**src/pkg/tfr_pkg.sv**
```systemverilog
// constants for the test feature and ring oscillator block
// assumes a 50 MHz core clock and an APB register bus with 32-bit data
package tfr_pkg;
    localparam int          APB_AW       = 8;
    localparam int          DATA_W       = 32;
    localparam int          FIFO_DEPTH   = 16;
    localparam int          RO_NUM       = 8;
    localparam int          RO_CNT_W     = 12;
    localparam int          PULSE_CNT_W  = 4;
    localparam int          GP_NUM       = 4;
    localparam int          MON_W        = 4;
    // register byte addresses
    localparam logic [7:0]  ADDR_CTRL    = 8'h00;
    localparam logic [7:0]  ADDR_GP_SEL  = 8'h04;
    localparam logic [7:0]  ADDR_MON_SEL = 8'h08;
    localparam logic [7:0]  ADDR_STATUS  = 8'h0C;
    localparam logic [7:0]  ADDR_RD_DATA = 8'h10;
    localparam logic [7:0]  ADDR_BSCAN   = 8'h14;
    localparam logic [7:0]  ADDR_PULSES  = 8'h18;
    localparam logic [7:0]  ADDR_RO_BASE = 8'h20;
    // reset values
    localparam logic [1:0]  CTRL_RST     = 2'h0;
    localparam logic [7:0]  GP_SEL_RST   = 8'h00;
    localparam logic [3:0]  MON_SEL_RST  = 4'h0;
    // record layout
    localparam int          ADDR_W       = 16;
    localparam int          CHARGE_W     = 4;
    localparam int          HDR_MARK_W   = 7;
    localparam logic [6:0]  HDR_MARK     = 7'h01;
    localparam int          TRIG_ID_W    = 5;
    localparam int          TRIG_TAG_W   = 5;
    localparam int          BCID_W       = 15;
    // serializer frames
    localparam logic [31:0] IDLE_WORD    = 32'h7800_0000;
    localparam logic [7:0]  SVC_TAG      = 8'hB4;
    localparam logic [4:0]  BIT_LAST     = 5'h1F;
    localparam logic [2:0]  SVC_LAST     = 3'h7;
    localparam logic [6:0]  PRBS7_SEED   = 7'h7F;
    localparam logic [30:0] PRBS31_SEED  = 31'h7FFF_FFFF;
    typedef enum logic [1:0] {
        TFR_PAT_FRAMED,
        TFR_PAT_CLOCK,
        TFR_PAT_PRBS7,
        TFR_PAT_PRBS31
    } tfr_pat_t;
    // output select codes of a general-purpose output
    localparam logic [1:0]  GP_SRC_HITOR = 2'h0;
    localparam logic [1:0]  GP_SRC_PULSE = 2'h1;
    localparam logic [1:0]  GP_SRC_TX    = 2'h2;
    localparam logic [1:0]  GP_SRC_DATA  = 2'h3;
endpackage

```
**src/logic/tfr_fifo.sv**
```systemverilog
// record fifo with a registered output stage
// assumes one clock, synchronous active-low reset, clock enable
`timescale 1ns/1ns
module tfr_fifo #(
    parameter int W = 32,
    parameter int D = 16
) (
    input  wire logic         clk_in,
    input  wire logic         rst_b_in,
    input  wire logic         ce_in,
    input  wire logic         in_valid_in,
    output wire logic         in_ready_out,
    input  wire logic [W-1:0] in_data_in,
    output wire logic         out_valid_out,
    input  wire logic         out_ready_in,
    output wire logic [W-1:0] out_data_out
);
    localparam int AW = $clog2(D);
    logic [W-1:0] mem [D];
    logic [AW-1:0] wp_r;
    logic [AW-1:0] rp_r;
    logic [AW:0]   cnt_r;
    logic          ov_r;
    logic [W-1:0]  od_r;
    wire           push = in_valid_in && in_ready_out;
    wire           load = (!ov_r || out_ready_in) && (cnt_r != '0);
    assign in_ready_out  = (cnt_r != (AW+1)'(D));
    assign out_valid_out = ov_r;
    assign out_data_out  = od_r;

    always_ff @(posedge clk_in) begin
        if (ce_in && push) begin
            mem[wp_r] <= in_data_in;
        end
    end

    always_ff @(posedge clk_in) begin
        if (!rst_b_in) begin
            wp_r  <= '0;
            rp_r  <= '0;
            cnt_r <= '0;
            ov_r  <= 1'b0;
            od_r  <= '0;
        end else if (ce_in) begin
            if (push) wp_r <= wp_r + 1'b1;
            if (load) begin
                rp_r <= rp_r + 1'b1;
                od_r <= mem[rp_r];
                ov_r <= 1'b1;
            end else if (out_ready_in) begin
                ov_r <= 1'b0;
            end
            cnt_r <= cnt_r + (AW+1)'(push) - (AW+1)'(load);
        end
    end
endmodule // tfr_fifo

```
**src/logic/tfr_top.sv**
```systemverilog
// test features: record capture, heartbeat serializer, fixed patterns,
// register readout of records, voted control register, output and monitor selects,
// ring oscillator counters. assumes APB master, async pixel and ring inputs.
//
// Local design decisions: the register offsets and the APB register port.
`timescale 1ns/1ns
// Notes on behaviour
// - hit record is address then four charges
// - reserved address range (top 7 bits equal to mark) marks event header
// - header is mark, trigger id, tag, bunch count
// - serializer runs without any input lock
// - free-running output sends idle and service frames
// - config selects clock, prbs7 or prbs31 pattern
// - records readable over register port, unencoded
// - scan exposes all three voted register copies
// - four outputs selectable, reset to hit-or
// - monitor channel set by select register
// - each ring oscillator clocks 12-bit counter
// - 4-bit counter counts gate pulses
// - counters advance only while gate high
// - gate pulse comes from global pulse command
// - writing a counter address clears it
module tfr_top
    import tfr_pkg::*;
(
    input  wire logic                  clk_in,
    input  wire logic                  rst_b_in,
    input  wire logic                  ce_in,
    input  wire logic                  psel_in,
    input  wire logic                  penable_in,
    input  wire logic                  pwrite_in,
    input  wire logic [APB_AW-1:0]     paddr_in,
    input  wire logic [DATA_W-1:0]     pwdata_in,
    output wire logic [DATA_W-1:0]     prdata_out,
    output wire logic                  pready_out,
    output wire logic                  pslverr_out,
    input  wire logic                  hit_valid_in,
    input  wire logic [ADDR_W-1:0]     hit_addr_in,
    input  wire logic [15:0]           hit_charge_in,
    input  wire logic                  hdr_valid_in,
    input  wire logic [TRIG_ID_W-1:0]  trig_id_in,
    input  wire logic [TRIG_TAG_W-1:0] trig_tag_in,
    input  wire logic [BCID_W-1:0]     bcid_in,
    output wire logic                  rec_ready_out,
    input  wire logic                  lock_in,
    input  wire logic                  global_pulse_in,
    input  wire logic [RO_NUM-1:0]     ring_tick_in,
    input  wire logic [GP_NUM-1:0]     hit_or_in,
    output wire logic                  tx_bit_out,
    output wire logic [GP_NUM-1:0]     gp_lvds_out,
    output wire logic [MON_W-1:0]      monitor_channel_select_out
);
    // apb decode
    wire        setup    = psel_in && !penable_in;
    wire        access   = psel_in && penable_in;
    wire        wr_en    = access && pwrite_in;
    wire        is_ro    = (paddr_in[7:5] == ADDR_RO_BASE[7:5]) && (paddr_in[1:0] == 2'h0);
    wire [2:0]  ro_idx   = paddr_in[4:2];
    wire        hit_ctrl = (paddr_in == ADDR_CTRL);
    wire        hit_gp   = (paddr_in == ADDR_GP_SEL);
    wire        hit_mon  = (paddr_in == ADDR_MON_SEL);
    wire        hit_stat = (paddr_in == ADDR_STATUS);
    wire        hit_rd   = (paddr_in == ADDR_RD_DATA);
    wire        hit_bs   = (paddr_in == ADDR_BSCAN);
    wire        hit_pc   = (paddr_in == ADDR_PULSES);
    wire        mapped   = hit_ctrl | hit_gp | hit_mon | hit_stat | hit_rd | hit_bs | hit_pc | is_ro;
    assign pready_out  = 1'b1;
    assign pslverr_out = access && !mapped;

    // config registers; control held in three copies and voted
    logic [1:0]        ctrl_a_r, ctrl_b_r, ctrl_c_r;
    logic [7:0]        gp_sel_r;
    logic [MON_W-1:0]  mon_sel_r;
    wire  [1:0]        ctrl_vote = (ctrl_a_r & ctrl_b_r) | (ctrl_a_r & ctrl_c_r) | (ctrl_b_r & ctrl_c_r);
    wire  tfr_pat_t    pattern   = tfr_pat_t'(ctrl_vote);

    always_ff @(posedge clk_in) begin
        if (!rst_b_in) begin
            ctrl_a_r  <= CTRL_RST;
            ctrl_b_r  <= CTRL_RST;
            ctrl_c_r  <= CTRL_RST;
            gp_sel_r  <= GP_SEL_RST;
            mon_sel_r <= MON_SEL_RST;
        end else if (ce_in && wr_en) begin
            if (hit_ctrl) begin
                ctrl_a_r <= pwdata_in[1:0];
                ctrl_b_r <= pwdata_in[1:0];
                ctrl_c_r <= pwdata_in[1:0];
            end
            if (hit_gp) gp_sel_r <= pwdata_in[7:0];
            if (hit_mon) mon_sel_r <= pwdata_in[MON_W-1:0];
        end
    end
    assign monitor_channel_select_out = mon_sel_r;

    // synchronisers for async pins
    logic [RO_NUM-1:0] ring_s1_r, ring_s2_r, ring_d_r;
    logic [GP_NUM-1:0] hor_s1_r, hor_s2_r;
    logic              lock_s1_r, lock_s2_r;
    always_ff @(posedge clk_in) begin
        if (!rst_b_in) begin
            ring_s1_r <= '0;
            ring_s2_r <= '0;
            ring_d_r  <= '0;
            hor_s1_r  <= '0;
            hor_s2_r  <= '0;
            lock_s1_r <= 1'b0;
            lock_s2_r <= 1'b0;
        end else if (ce_in) begin
            ring_s1_r <= ring_tick_in;
            ring_s2_r <= ring_s1_r;
            ring_d_r  <= ring_s2_r;
            hor_s1_r  <= hit_or_in;
            hor_s2_r  <= hor_s1_r;
            lock_s1_r <= lock_in;
            lock_s2_r <= lock_s1_r;
        end
    end

    // record builder
    wire        hit_reserved = (hit_addr_in[15:9] == HDR_MARK);
    // reserved address never passes as hit data
    wire        rec_valid    = hdr_valid_in || (hit_valid_in && !hit_reserved);
    wire [31:0] hdr_word     = {HDR_MARK, trig_id_in, trig_tag_in, bcid_in};
    wire [31:0] hit_word     = {hit_addr_in, hit_charge_in};
    wire [31:0] rec_data     = hdr_valid_in ? hdr_word : hit_word;
    wire        fifo_ov;
    wire [31:0] fifo_od;
    wire        fifo_pop;

    tfr_fifo #(.W(DATA_W), .D(FIFO_DEPTH)) u_fifo (
        .clk_in        (clk_in),
        .rst_b_in      (rst_b_in),
        .ce_in         (ce_in),
        .in_valid_in   (rec_valid),
        .in_ready_out  (rec_ready_out),
        .in_data_in    (rec_data),
        .out_valid_out (fifo_ov),
        .out_ready_in  (fifo_pop),
        .out_data_out  (fifo_od)
    );

    // ring oscillator counters and gate pulse counter
    logic                   gate_d_r;
    logic [PULSE_CNT_W-1:0] pulse_cnt_r;
    logic [RO_CNT_W-1:0]    ro_cnt_r [RO_NUM];
    wire                    gate_rise = global_pulse_in && !gate_d_r;
    wire                    pc_clr    = wr_en && hit_pc;
    always_ff @(posedge clk_in) begin
        if (!rst_b_in) begin
            gate_d_r    <= 1'b0;
            pulse_cnt_r <= '0;
        end else if (ce_in) begin
            gate_d_r <= global_pulse_in;
            if (pc_clr) pulse_cnt_r <= '0;
            else if (gate_rise) pulse_cnt_r <= pulse_cnt_r + 1'b1;
        end
    end

    genvar gi;
    generate
        for (gi = 0; gi < RO_NUM; gi++) begin : g_ro
            wire tick = ring_s2_r[gi] && !ring_d_r[gi];
            wire clr  = wr_en && is_ro && (ro_idx == 3'(gi));
            always_ff @(posedge clk_in) begin
                if (!rst_b_in) begin
                    ro_cnt_r[gi] <= '0;
                end else if (ce_in) begin
                    if (clr) ro_cnt_r[gi] <= '0;
                    else if (tick && global_pulse_in) ro_cnt_r[gi] <= ro_cnt_r[gi] + 1'b1;
                end
            end
        end
    endgenerate

    // read mux, captured in the setup cycle
    logic [31:0] prdata_r;
    logic        pop_ok_r;
    wire  [31:0] rd_mux =
        hit_ctrl ? {30'h0, ctrl_vote} :
        hit_gp   ? {24'h0, gp_sel_r} :
        hit_mon  ? {28'h0, mon_sel_r} :
        hit_stat ? {29'h0, lock_s2_r, !rec_ready_out, !fifo_ov} :
        hit_rd   ? fifo_od :
        hit_bs   ? {26'h0, ctrl_c_r, ctrl_b_r, ctrl_a_r} :
        hit_pc   ? {28'h0, pulse_cnt_r} :
        is_ro    ? {20'h0, ro_cnt_r[ro_idx]} : 32'h0000_0000;
    assign fifo_pop = access && !pwrite_in && hit_rd && pop_ok_r;
    always_ff @(posedge clk_in) begin
        if (!rst_b_in) begin
            prdata_r <= '0;
            pop_ok_r <= 1'b0;
        end else if (ce_in && setup) begin
            prdata_r <= rd_mux;
            pop_ok_r <= fifo_ov;
        end
    end
    assign prdata_out = prdata_r;

    // serializer; runs regardless of lock
    logic [31:0] shift_r;
    logic [4:0]  bit_cnt_r;
    logic [2:0]  frame_cnt_r;
    logic [6:0]  prbs7_r;
    logic [30:0] prbs31_r;
    logic        tx_bit_r;
    logic        tx_nxt;
    wire         frame_end = (bit_cnt_r == BIT_LAST);
    wire         svc_now   = (frame_cnt_r == SVC_LAST);
    wire  [31:0] svc_word  = {SVC_TAG, 4'h0, mon_sel_r, 8'h00, 5'h00, lock_s2_r, ctrl_vote};
    always_comb begin
        case (pattern)
            TFR_PAT_FRAMED: tx_nxt = shift_r[31];
            TFR_PAT_CLOCK:  tx_nxt = !tx_bit_r;
            TFR_PAT_PRBS7:  tx_nxt = prbs7_r[6];
            TFR_PAT_PRBS31: tx_nxt = prbs31_r[30];
            default:        tx_nxt = 1'b0;
        endcase
    end
    always_ff @(posedge clk_in) begin
        if (!rst_b_in) begin
            shift_r     <= IDLE_WORD;
            bit_cnt_r   <= '0;
            frame_cnt_r <= '0;
            prbs7_r     <= PRBS7_SEED;
            prbs31_r    <= PRBS31_SEED;
            tx_bit_r    <= 1'b0;
        end else if (ce_in) begin
            tx_bit_r  <= tx_nxt;
            bit_cnt_r <= bit_cnt_r + 1'b1;
            prbs7_r   <= {prbs7_r[5:0], prbs7_r[6] ^ prbs7_r[5]};
            prbs31_r  <= {prbs31_r[29:0], prbs31_r[30] ^ prbs31_r[27]};
            if (frame_end) begin
                frame_cnt_r <= frame_cnt_r + 1'b1;
                shift_r     <= svc_now ? svc_word : IDLE_WORD;
            end else begin
                shift_r <= {shift_r[30:0], 1'b0};
            end
        end
    end
    assign tx_bit_out = tx_bit_r;

    // general-purpose outputs
    logic [GP_NUM-1:0] gp_r;
    always_ff @(posedge clk_in) begin
        if (!rst_b_in) begin
            gp_r <= '0;
        end else if (ce_in) begin
            for (int i = 0; i < GP_NUM; i++) begin
                case (gp_sel_r[2*i +: 2])
                    GP_SRC_HITOR: gp_r[i] <= hor_s2_r[i];
                    GP_SRC_PULSE: gp_r[i] <= global_pulse_in;
                    GP_SRC_TX:    gp_r[i] <= tx_bit_r;
                    GP_SRC_DATA:  gp_r[i] <= fifo_ov;
                    default:      gp_r[i] <= 1'b0;
                endcase
            end
        end
    end
    assign gp_lvds_out = gp_r;
endmodule // tfr_top

```
**config.mk**
```make
export PLATFORM = sky130hd
export DESIGN_NAME = tfr_top
export DESIGN_NICKNAME = d
export VERILOG_FILES = /design/src/pkg/tfr_pkg.sv /design/src/logic/tfr_fifo.sv /design/src/logic/tfr_top.sv
export SDC_FILE = /design/constraint.sdc
export NUM_CORES = 1
export LEC_CHECK = 0
export BUFFER_PORTS_ARGS = -buffer_cell sky130_fd_sc_hd__buf_2
export CAP_MARGIN = 0
export CORE_ASPECT_RATIO = 1.2
export CORE_MARGIN = 3
export CORE_UTILIZATION = 32
export DETAILED_ROUTE_END_ITERATION = 7
export MAX_ROUTING_LAYER = met4
export PLACE_DENSITY = 0.56
export RECOVER_POWER = 50
export REMOVE_ABC_BUFFERS = 1
export SYNTH_ARGS = -nofsm -noshare
export SYNTH_HDL_FRONTEND = slang
export SYNTH_SLANG_ARGS = --single-unit
```
**constraint.sdc**
```tcl
create_clock -name clk_in -period 5.4 [get_ports clk_in]
set_input_delay 0.54 -clock clk_in [delete_from_list [all_inputs] [get_ports clk_in]]
set_output_delay 0.54 -clock clk_in [all_outputs]
set_load 0.02 [all_outputs]
```
# ---- Word level (Yosys, flattened, before mapping)
# Memories as Yosys holds them, arrays and structs flattened. A register that Yosys moved wholly into a read port is not among the register bits.
# Index checks and enable logic that the tools add are counted.
dict set report classes {
  addsub 15
  eq_ne 33
  muxes 111
  n_bitwise 28
  reduce_logical 79
}
# operator n
set op_table {}
lappend op_table {{32-bit 2-to-1 mux} 8}
lappend op_table {{12-bit 2-to-1 mux} 19}
lappend op_table {{12-bit by 1-bit adder with 12-bit output (second input constant)} 8}
lappend op_table {{1-bit 2-to-1 mux} 77}
lappend op_table {{1-bit logical AND} 41}
lappend op_table {{8-bit by 5-bit equality test with 1-bit output (second input constant)} 3}
lappend op_table {{1-bit bitwise OR} 23}
lappend op_table {{2-bit equality test (second input constant)} 10}
lappend op_table {{1-bit one-hot mux with 4 select lines} 5}
lappend op_table {{1-bit zero test} 17}
lappend op_table {{8-bit by 4-bit equality test with 1-bit output (second input constant)} 2}
lappend op_table {{2-bit AND reduction} 8}
lappend op_table {{3-bit equality test (second input constant)} 5}
lappend op_table {{4-bit by 1-bit adder with 4-bit output (second input constant)} 3}
lappend op_table {{2-bit zero test} 6}
lappend op_table {{2-bit by 1-bit equality test with 1-bit output (second input constant)} 5}
lappend op_table {{8-bit by 3-bit equality test with 1-bit output (second input constant)} 1}
lappend op_table {{8-bit zero test} 1}
lappend op_table {{4-bit 2-to-1 mux} 2}
lappend op_table {{7-bit by 1-bit equality test with 1-bit output (second input constant)} 1}
lappend op_table {{3-bit by 1-bit equality test with 1-bit output (second input constant)} 2}
lappend op_table {{3-bit by 2-bit equality test with 1-bit output (second input constant)} 2}
lappend op_table {{5-bit by 1-bit adder with 5-bit output} 1}
lappend op_table {{5-bit by 1-bit adder with 5-bit output (second input constant)} 1}
lappend op_table {{other kinds (11)} 15}
dict set report word_totals {
  regBits 183
  ramBits 608
  inputBits 119
  output_inout_bits 44
  elab_cells 293
  n_memories 2
}
# memory words word_bits read_ports rd_clocked_by_memory_dff wr line_no
set mem_list {}
lappend mem_list {u_fifo.mem 16 32 1 1 1 tfr_fifo.sv:19} ;# logic [W-1:0] mem [D];
lappend mem_list {ro_cnt_r 8 12 9 0 8 tfr_top.sv:146} ;# logic [RO_CNT_W-1:0] ro_cnt_r [RO_NUM];

# ---- Depth between registers and ports, before layout
# Gate-level depths: netlist of the first run.
dict set report depth {
  ltp_word 10
  mapped_depth 13
  ltp_nobuf 13
}

# ---- Cells and area by module
# From an unflattened synthesis of the first run, not the netlist that was laid out.
dict set report hier_totals {
  cells_unflattened 2319
  hier_area_um2 34429.3
}
# module instances cells_per_inst area_per_inst_um2 seq_area_each_um2
set by_module_without_submodules {}
lappend by_module_without_submodules {tfr_fifo 1 995 21302.9 16295.6}
lappend by_module_without_submodules {tfr_top 1 1324 13126.3 6266.0}

# ---- Worst setup path before layout of the first run
# No wires, ideal clock.
dict set report synth_timing {
  path_kind {flip-flop to flip-flop}
  start {register u_fifo.cnt_r[2]}
  end {memory u_fifo.mem[3][0] (enable)}
  setup_time_ns 0.461
  t_arrival_ns 3.562
  t_required_ns 4.939
  slack_ns 1.377
  stages_incl_launch_ff 8
  n_path_buf 1
  synth_period_minus_slack_ns 4.023
  path_cell_list {dfxtp_1 inv_1 ha_1 nor4bb_1 a211oi_1 clkbuf_1 nand2_1 nor3_1}
}
dict set report synth_via {
  elab_chain_len 5
}
# element line_no
set synth_rtl {}
lappend synth_rtl {{start: declaration} tfr_fifo.sv:22} ;# logic [AW:0] cnt_r;
lappend synth_rtl {{start signal: assignment} tfr_fifo.sv:53} ;# cnt_r <= cnt_r + (AW+1)'(push) - (AW+1)'(load);
lappend synth_rtl {{5-bit inequality test} tfr_fifo.sv:27} ;# assign in_ready_out = (cnt_r != (AW+1)'(D));
lappend synth_rtl {{1-bit logical AND} tfr_fifo.sv:25} ;# wire push = in_valid_in && in_ready_out;
lappend synth_rtl {{1-bit logical AND} tfr_fifo.sv:32} ;# if (ce_in && push) begin
lappend synth_rtl {{1-bit 2-to-1 mux} tfr_fifo.sv:32}
lappend synth_rtl {{1-bit 2-to-1 mux (not written as such)} tfr_fifo.sv:33} ;# mem[wp_r] <= in_data_in;
lappend synth_rtl {{end: declaration} tfr_fifo.sv:19}
# No other way between the ends.

==> impl_results.md, run 1 <==
* Outcome: finished, violations left
* Failing checks: max-capacitance violations, max-slew violations
* Site Rows at 131
* Placement-stage worst setup slack at 1.72 ns
* Number of buffer cells added on primary ports at 137
* Required time reported for the critical path endpoint at 5.49 ns
* Number of enable flip-flop cells after synthesis at 608
* Post-detailed-route DRC marker count at 0
* Number of endpoints with negative hold slack in the final report at 0
* Combined area of all synthesized cells at 34500 um2
* Initial antenna violation count at 1
* PD cells at 401 nW/um2
* Warning count from the yosys run at 0
* RSZ-0062 raised after global routing: no
* Slew HR at -65.0%
* Maximum VDD drop at 0.256 mV
* Count of cells along the worst register-to-register path at 7
* Via-per-instance ratio at 5.05
* Yosys top cell by area: edfxtp_1
* Critical path fanouts, max at 66
* Quantity of gates resized following cts at 0
* Worst-case register-to-register setup slack at 1.95 ns
* Clock latency at the later pin of the worst-skew pair at 0.65 ns
* RR Startpoint: u_fifo.cnt_r[2]
* Pre-Repair DR Iteration Count at 5
* Number of synthesized register bits at 823
* Clock Path Buffers at 3
* Sink of the worst hold path: hor_s1_r[0]
* Worst slew pin tran at 2.48 ns
* Total via count after detailed routing at 19500
* Effective utilization at floorplan at 32.3%
* Clock root buffer: clkbuf_16
* Total negative slack for setup checks at 0 ns
* DRT antenna net count at 0
* Core area at 107000 um2
* Average cell area after synthesis at 15.2 um2
* Total CTS buffers at 89
* Final-stage net count at 2534
* Kind of end point of the critical path: flop
* Sequence of cells on the critical path: buf_6 -> clkbuf_1 -> o211ai_1
* Main synth FF type: edfxtp_1
* Overall overflow remaining after global route at 0
* Synth area leaders: edfxtp_1 (53%), dfxtp_1 (12%), mux4_2 (10%), mux2i_1 (4.0%), nor2b_1 (2.4%)
* Cell family contributing the most delay on the critical path: buffers and inverters
* Classification of the worst setup path: input port to flop
* Post-Synthesis Cells at 2271
* Horizontal die dimension at 306 um
* Tot GR Track Use at 15.1%
* Max H-tree Level at 3
* Global-route wire length before repair at 126 mm
* Routability Congestion at 0.849
* Stage delay of the slowest cell on the critical path at 1.75 ns
* Area share of the largest cell type after synthesis at 52.9%
* Detailed placement HPWL at 50.0 mm
* Share of the yosys chip area belonging to registers at 65.4%
* Number of max-slew violations in the final report at 120
* CTS tree: built
* Share of the clock period used by the worst path at 68.2%
* Post-CTS setup buffers at 0
* Share of final-layout standard cells stronger than drive strength 1 at 18.4%
* Max-cap check violation count at 3
* Depth of the worst hold-timing path at 3
* Element type at the critical path start: input port
* P_leak at 13.1 nW
* Highest achievable clock rate at 0.271 GHz
* Total setup violations reported at the end of the flow at 0
* Kind of path behind the tightest hold check: input port to flop
* Clock-pin transition on the worst setup and hold timing paths at 0.06 ns
* Worst Min Path Start: hit_or_in[0]
* Antenna Diode Count at 0
* Most frequently used cell type in the post-synthesis netlist: edfxtp_1
* Number of sinks on the clock net at 823
* Via count of the first global-routing pass at 20000
* PnR worst setup slack at 1.72 ns
* Bufs and invs on worst path at 2
* Layout fillers at 9959
* Number of buffers added to fix hold violations after cts at 0
* Arr. time, crit path at 3.78 ns
* Post-Route WL at 82.6 mm
* Endpoint of the lowest-slack register-to-register path: u_fifo.mem[3][17]
* Period minus WS final at 3.68 ns
* Clock Skews at 0.0211 ns
* Die area at 112000 um2
* Layout Area Growth over Synthesis at 15.0%
* Die boundary height at 366 um
* Maximum number of pins on one net before global-route repair at 94
* Most common library cells after synthesis: edfxtp_1 (608), dfxtp_1 (215), mux4_2 (157)
* Final cell utilization of the core at 37.2%
* Slowest cell on crit path: clkbuf_1
* Routed wire per std cell at 21.4 um
* DRC marker count from the first detailed-route iteration at 1635
* Ys async rst share at 0%
* IO Count at 163
* Post-synth cell types at 70
-- worst max path at each step --
stage	from	to	slack [ns]	depth (start not counted)
global placement	ce_in	u_fifo.mem[3][11]	1.60	6
CTS	u_fifo.cnt_r[2]	u_fifo.mem[3][1]	1.91	7
finish	rst_b_in	ro_cnt_r[6][0]	1.72	3
floorplan	u_fifo.rp_r[0]	u_fifo.out_data_out[31]	-1.50	5
global route	rst_b_in	ro_cnt_r[6][4]	1.30	3
detailed placement	ce_in	u_fifo.mem[3][19]	1.72	6
-- worst reg2reg max path: cells and delay by family (launching register included) --
| kind | cells | cell delay, ns |
|---|---|---|
| adder cells (fa/ha/maj) | 1 | 0.20 |
| buffers and inverters | 2 | 0.62 |
| AND/OR/NAND/NOR | 3 | 1.33 |
| AO/OA/AOI/OAI | 1 | 0.52 |
| flip-flops | 1 | 0.37 |
-- layer usage --
layer  vias to the layer above  track usage [%]  routed length [um]
met3                        87             2.50                4030
met2                       487             26.1               42000
met5                         -                -                   0
met1                      9985             18.7               35300
li1                       8935                -                   -
met4                         0             3.44                1280
-- placed cells by master, fill, tap and decap left out, drive strengths merged, types with 23 or more instances in the layout --
cell type | netlist | final
clkbuf | 70 | 152
and2 | 30 | 30
mux4 | 157 | 157
nor2b | 134 | 134
xor2 | 61 | 61
o21ai | 27 | 27
a22oi | 23 | 23
nand2 | 139 | 139
ha | 24 | 24
a21oi | 59 | 59
nor2 | 116 | 116
xnor2 | 30 | 30
a211oi | 33 | 33
nand3 | 55 | 55
edfxtp | 608 | 608
and3 | 45 | 45
mux2 | 28 | 28
mux2i | 137 | 137
clkinv | 0 | 33
buf | 69 | 120
a22o | 38 | 38
dfxtp | 215 | 215
inv | 28 | 36
-- sequential cells by signal (all words and copies together) (netlist names), 5 cells and up --
| name | flops |
|---|---|
| u_fifo.mem | 512 |
| ro_cnt_r | 96 |
| prdata_out | 32 |
| shift_r | 32 |
| u_fifo.out_data_out | 32 |
| prbs31_r | 31 |
| gp_sel_r | 8 |
| ring_d_r | 8 |
| ring_s1_r | 8 |
| ring_s2_r | 8 |
| prbs7_r | 7 |
| bit_cnt_r | 5 |
| u_fifo.cnt_r | 5 |
-- per-stage QoR --
| step | cell area (um2) | total power [mW] | hold WS [ns] | instances |
|---|---|---|---|---|
| 2_1_floorplan | 33900 | 9.17 | 0.436 | 2132 |
| 3_3_place_gp | 36600 | 9.63 | 0.450 | 3695 |
| 3_5_place_dp | 36600 | 9.67 | 0.458 | 3695 |
| 4_1_cts | 39800 | 16.1 | 0.123 | 3861 |
| 5_1_grt | 39700 | 16.6 | 0.146 | 3861 |
| 6_report | 39700 | 15.9 | 0.166 | 3861 |
-- cell type report --
type | instances | area, um2 | area share (%)
clock buffers | 105 | 2360 | 5.94
repair buffers | 167 | 892 | 2.25
clock inverters | 61 | 761 | 1.92
multi-input cells | 1281 | 11200 | 28.3
well taps | 1396 | 1750 | 4.40
flip-flops and latches | 823 | 22600 | 56.9
inverters | 28 | 105 | 0.265
-- power by group --
| part | total, mW | switching [mW] | internal [mW] |
|---|---|---|---|
| registers | 7.34 | 0.295 | 7.04 |
| logic | 2.15 | 1.02 | 1.12 |
| clock network | 6.42 | 2.59 | 3.83 |
-- cell families (layout without fill, tap and decap cells) --
| group | after synthesis | count (layout) | synth area share, % |
|---|---|---|---|
| multiplexers | 322 | 322 | 15.1 |
| buffers and inverters | 167 | 361 | 2.10 |
| other | 1 | 1 | 0.0109 |
| AO/OA/AOI/OAI | 242 | 242 | 4.95 |
| adder cells (fa/ha/maj) | 25 | 25 | 0.928 |
| flip-flops | 823 | 823 | 65.4 |
| XOR/XNOR | 91 | 91 | 2.31 |
| AND/OR/NAND/NOR | 600 | 600 | 9.17 |
No activity file was read; power rests on OpenSTA's default activity.
==> run 2: changes to the inputs <==
PLACE_DENSITY = 0.58   (was 0.56)
clock period = 3.3 ns   (was 5.4 ns; I/O delays follow)
==> run 2 against run 1 <==
Against the previous run:
- the flow still finishes with violations (max-capacitance violations, max-slew violations)
- highest routed layer unchanged
- non-clock buffer count is 82 higher
- flip-flop and latch count stayed put
- global-route usage is 0.19 points lower
- largest cell class unchanged
- clock power is 50% higher
- final cell count is 2.1% higher
- register-to-register slack worse by 1.7 ns
- core utilization is 0.65 points higher
- design area is 1.8% higher
- first-iteration DRC count is 12% lower
==> impl_results.md, run 2 (synthesis gave the netlist of run 1 again) <==
* Critical path fanouts, max at 3 (-95%)
* Share of the clock period used by the worst path at 92.1%
* Net switching share of the total power at 25.2% (+0.62 points)
* Total setup violations reported at the end of the flow at 0 (unchanged)
* DRC marker count from the first detailed-route iteration at 1440 (-12%)
* Slew HR at -50.0% (+15 points)
* Depth of the worst hold-timing path at 3 (unchanged)
* Maximum number of pins on one net before global-route repair at 80 (-15%)
* Site Rows at 131 (unchanged)
* Total via count after detailed routing at 19800 (+1.4%)
* Outcome: finished, violations left
* Kind of path behind the tightest hold check: input port to flop
* Max-cap check violation count at 1 (-2)
* Kind of end point of the critical path: flop
* Bufs and invs on worst path at 2 (unchanged)
* Arr. time, crit path at 3.62 ns (-0.16 ns)
* Flip-flop count of the largest register, all copies and words added at 512 (unchanged)
* P_leak at 13.5 nW (+2.6%)
* Number of endpoints with negative hold slack in the final report at 0 (unchanged)
* Portion of total power attributed to sequential cells at 46.6% (+0.5 points)
* Leading cell type in the layout, fill and taps excluded: edfxtp_1
* IO Count at 163 (unchanged)
* Overall overflow remaining after global route at 0 (unchanged)
* Antenna Diode Count at 0 (unchanged)
* Via-per-instance ratio at 5.02 (-0.65%)
* Number of buffer cells added on primary ports at 137 (unchanged)
* Core area at 107000 um2 (unchanged)
* Cell family contributing the most delay on the critical path: adder cells
* Number of sinks on the clock net at 823 (unchanged)
* Worst slew pin tran at 2.25 ns (-0.225 ns)
* CTS tree: built
* Maximum VDD drop at 0.424 mV (+65%)
* Clock Path Buffers at 3 (unchanged)
* Max H-tree Level at 3 (unchanged)
* PD cells at 629 nW/um2 (+57%)
* Tot GR Track Use at 14.9% (-0.19 points)
* Largest registers in the final layout: u_fifo.mem (512), ro_cnt_r (96)
* Routability Congestion at 0.854 (+0.54%)
* Highest achievable clock rate at 0.329 GHz
* Die area at 112000 um2 (unchanged)
* Sequence of cells on the critical path: inv_1 -> ha_1 -> nor4b_1 -> a21oi_1 -> ha_1 -> inv_1 -> ha_1 -> fa_1 -> a21oi_1 -> nor2_1 -> or3_1 -> a21oi_1 -> mux2i_1
* Failing checks: max-capacitance violations, max-slew violations
* Routed wire per std cell at 20.8 um (-2.7%)
* Classification of the worst setup path: flop to flop
* Clock latency at the later pin of the worst-skew pair at 0.68 ns (+0.03 ns)
* Share of final-layout standard cells stronger than drive strength 1 at 19.6% (+1.3 points)
* Stage delay of the slowest cell on the critical path at 0.44 ns (-1.31 ns)
* Cell count along the critical path at 13 (+10)
* Detailed placement HPWL at 53.0 mm (+6.0%)
* Effective utilization at floorplan at 32.3% (unchanged)
* Global-route wire length before repair at 124 mm (-1.1%)
* Cell count after placement at 3754 (+1.6%)
* Slowest cell on crit path: fa_1
* Final-stage net count at 2614 (+3.2%)
* Required time reported for the critical path endpoint at 3.88 ns (-1.61 ns)
* Final cell utilization of the core at 37.8% (+0.65 points)
* Number of max-slew violations in the final report at 32 (-73%)
* Clock-pin transition on the worst setup and hold timing paths at 0.06 ns (about the same)
* Horizontal die dimension at 306 um (unchanged)
* Period minus WS final at 3.04 ns
* Net switching power at 6.39 mW (+64%)
* Clock Skews at 0.0556 ns (+0.0345 ns)
* Via count of the first global-routing pass at 20200 (+0.88%)
* Post-detailed-route DRC marker count at 0 (unchanged)
* Element type at the critical path start: flop
* DRT antenna net count at 0 (unchanged)
* Worst Hold Margin at 0.0967 ns (-0.0695 ns)
* Post-Route WL at 82.0 mm (-0.67%)
* Total internal power at 19.0 mW (+58%)
* Initial antenna violation count at 4 (+3)
* Register bank with the most flops: u_fifo.mem
* Final std cells w/o fill at 3941 (+2.1%)
* RSZ-0062 raised after global routing: no
* Pre-Repair DR Iteration Count at 5 (unchanged)
* Most frequent cells in the layout: edfxtp_1 (608), dfxtp_1 (211), mux4_2 (157)
* Die boundary height at 366 um (unchanged)
* Clock root buffer: clkbuf_16
* Logic gate share of total power at 15.5% (+2.0 points)
* Layout Area Growth over Synthesis at 17.0%
* Total CTS buffers at 87 (-2.2%)
* Count of cells along the worst register-to-register path at 13 (+6)
* Clock network fraction of design power at 37.9% (-2.5 points)
[run 2: timing repair]
| item | in CTS | in global routing |
|---|---|---|
| setup endpoints to repair | 0 | 0 |
| buffers inserted | 0 | 0 |
| resized for setup | 0 | 0 |
| hold endpoints to repair | 38 | 0 |
| hold buffers | 23 | 0 |
[run 2: routing by layer]
layer	GRT usage, %	vias to the layer above	share of wire [%]
met1	18.9	10100	43
met3	2.23	135	4.7
met2	25.0	505	49
met4	4.58	0	2.5
li1	-	9069	-
met5	-	-	0
[run 2: layout make-up]
| cell class | count | area (um2) |
|---|---|---|
| tap | 1396 | 1750 |
| clock inverter | 38 | 385 |
| multi-input combinational | 1281 | 11200 |
| timing repair buffer | 249 | 1830 |
| fill | 9893 | 66300 |
| sequential | 823 | 22600 |
| inverter | 28 | 105 |
| clock buffer | 126 | 2490 |
[run 2: power groups by stage]
stage          Combinational [mW]  Sequential (mW)  Clock, mW
2_1_floorplan                2.35             12.2          0
3_3_place_gp                 3.93             12.0          0
3_5_place_dp                 3.99             12.0          0
4_1_cts                      4.03             11.8       9.88
5_1_grt                      4.29             11.9       10.3
6_report                     3.92             11.8       9.62
[run 2: metrics by stage]
step	setup WS, ns	total power, mW	TNS [ns]	area [um2]
floorplan	-3.60	14.5	-165.45	33900
global placement	-0.125	15.9	-0.125	37400
detailed placement	-0.172	16.0	-0.172	37400
CTS	0.267	25.7	0	40500
global route	0.0583	26.5	0	40400
finish	0.261	25.4	0	40400
[run 2: tightest hold or removal path, cell delays in order]
cell and delay, ns:
buf_2 0.18, nand2_1 0.11, a21boi_0 0.08
[run 2: final timing paths]
path,slack (ns),start,end
setup / recovery,0.26,u_fifo.cnt_r[2],u_fifo.cnt_r[4]
hold / removal,0.1,global_pulse_in,gate_d_r
setup reg to reg,0.26,u_fifo.cnt_r[2],u_fifo.cnt_r[4]
hold reg to reg,0.47,prbs31_r[2],prbs31_r[2]
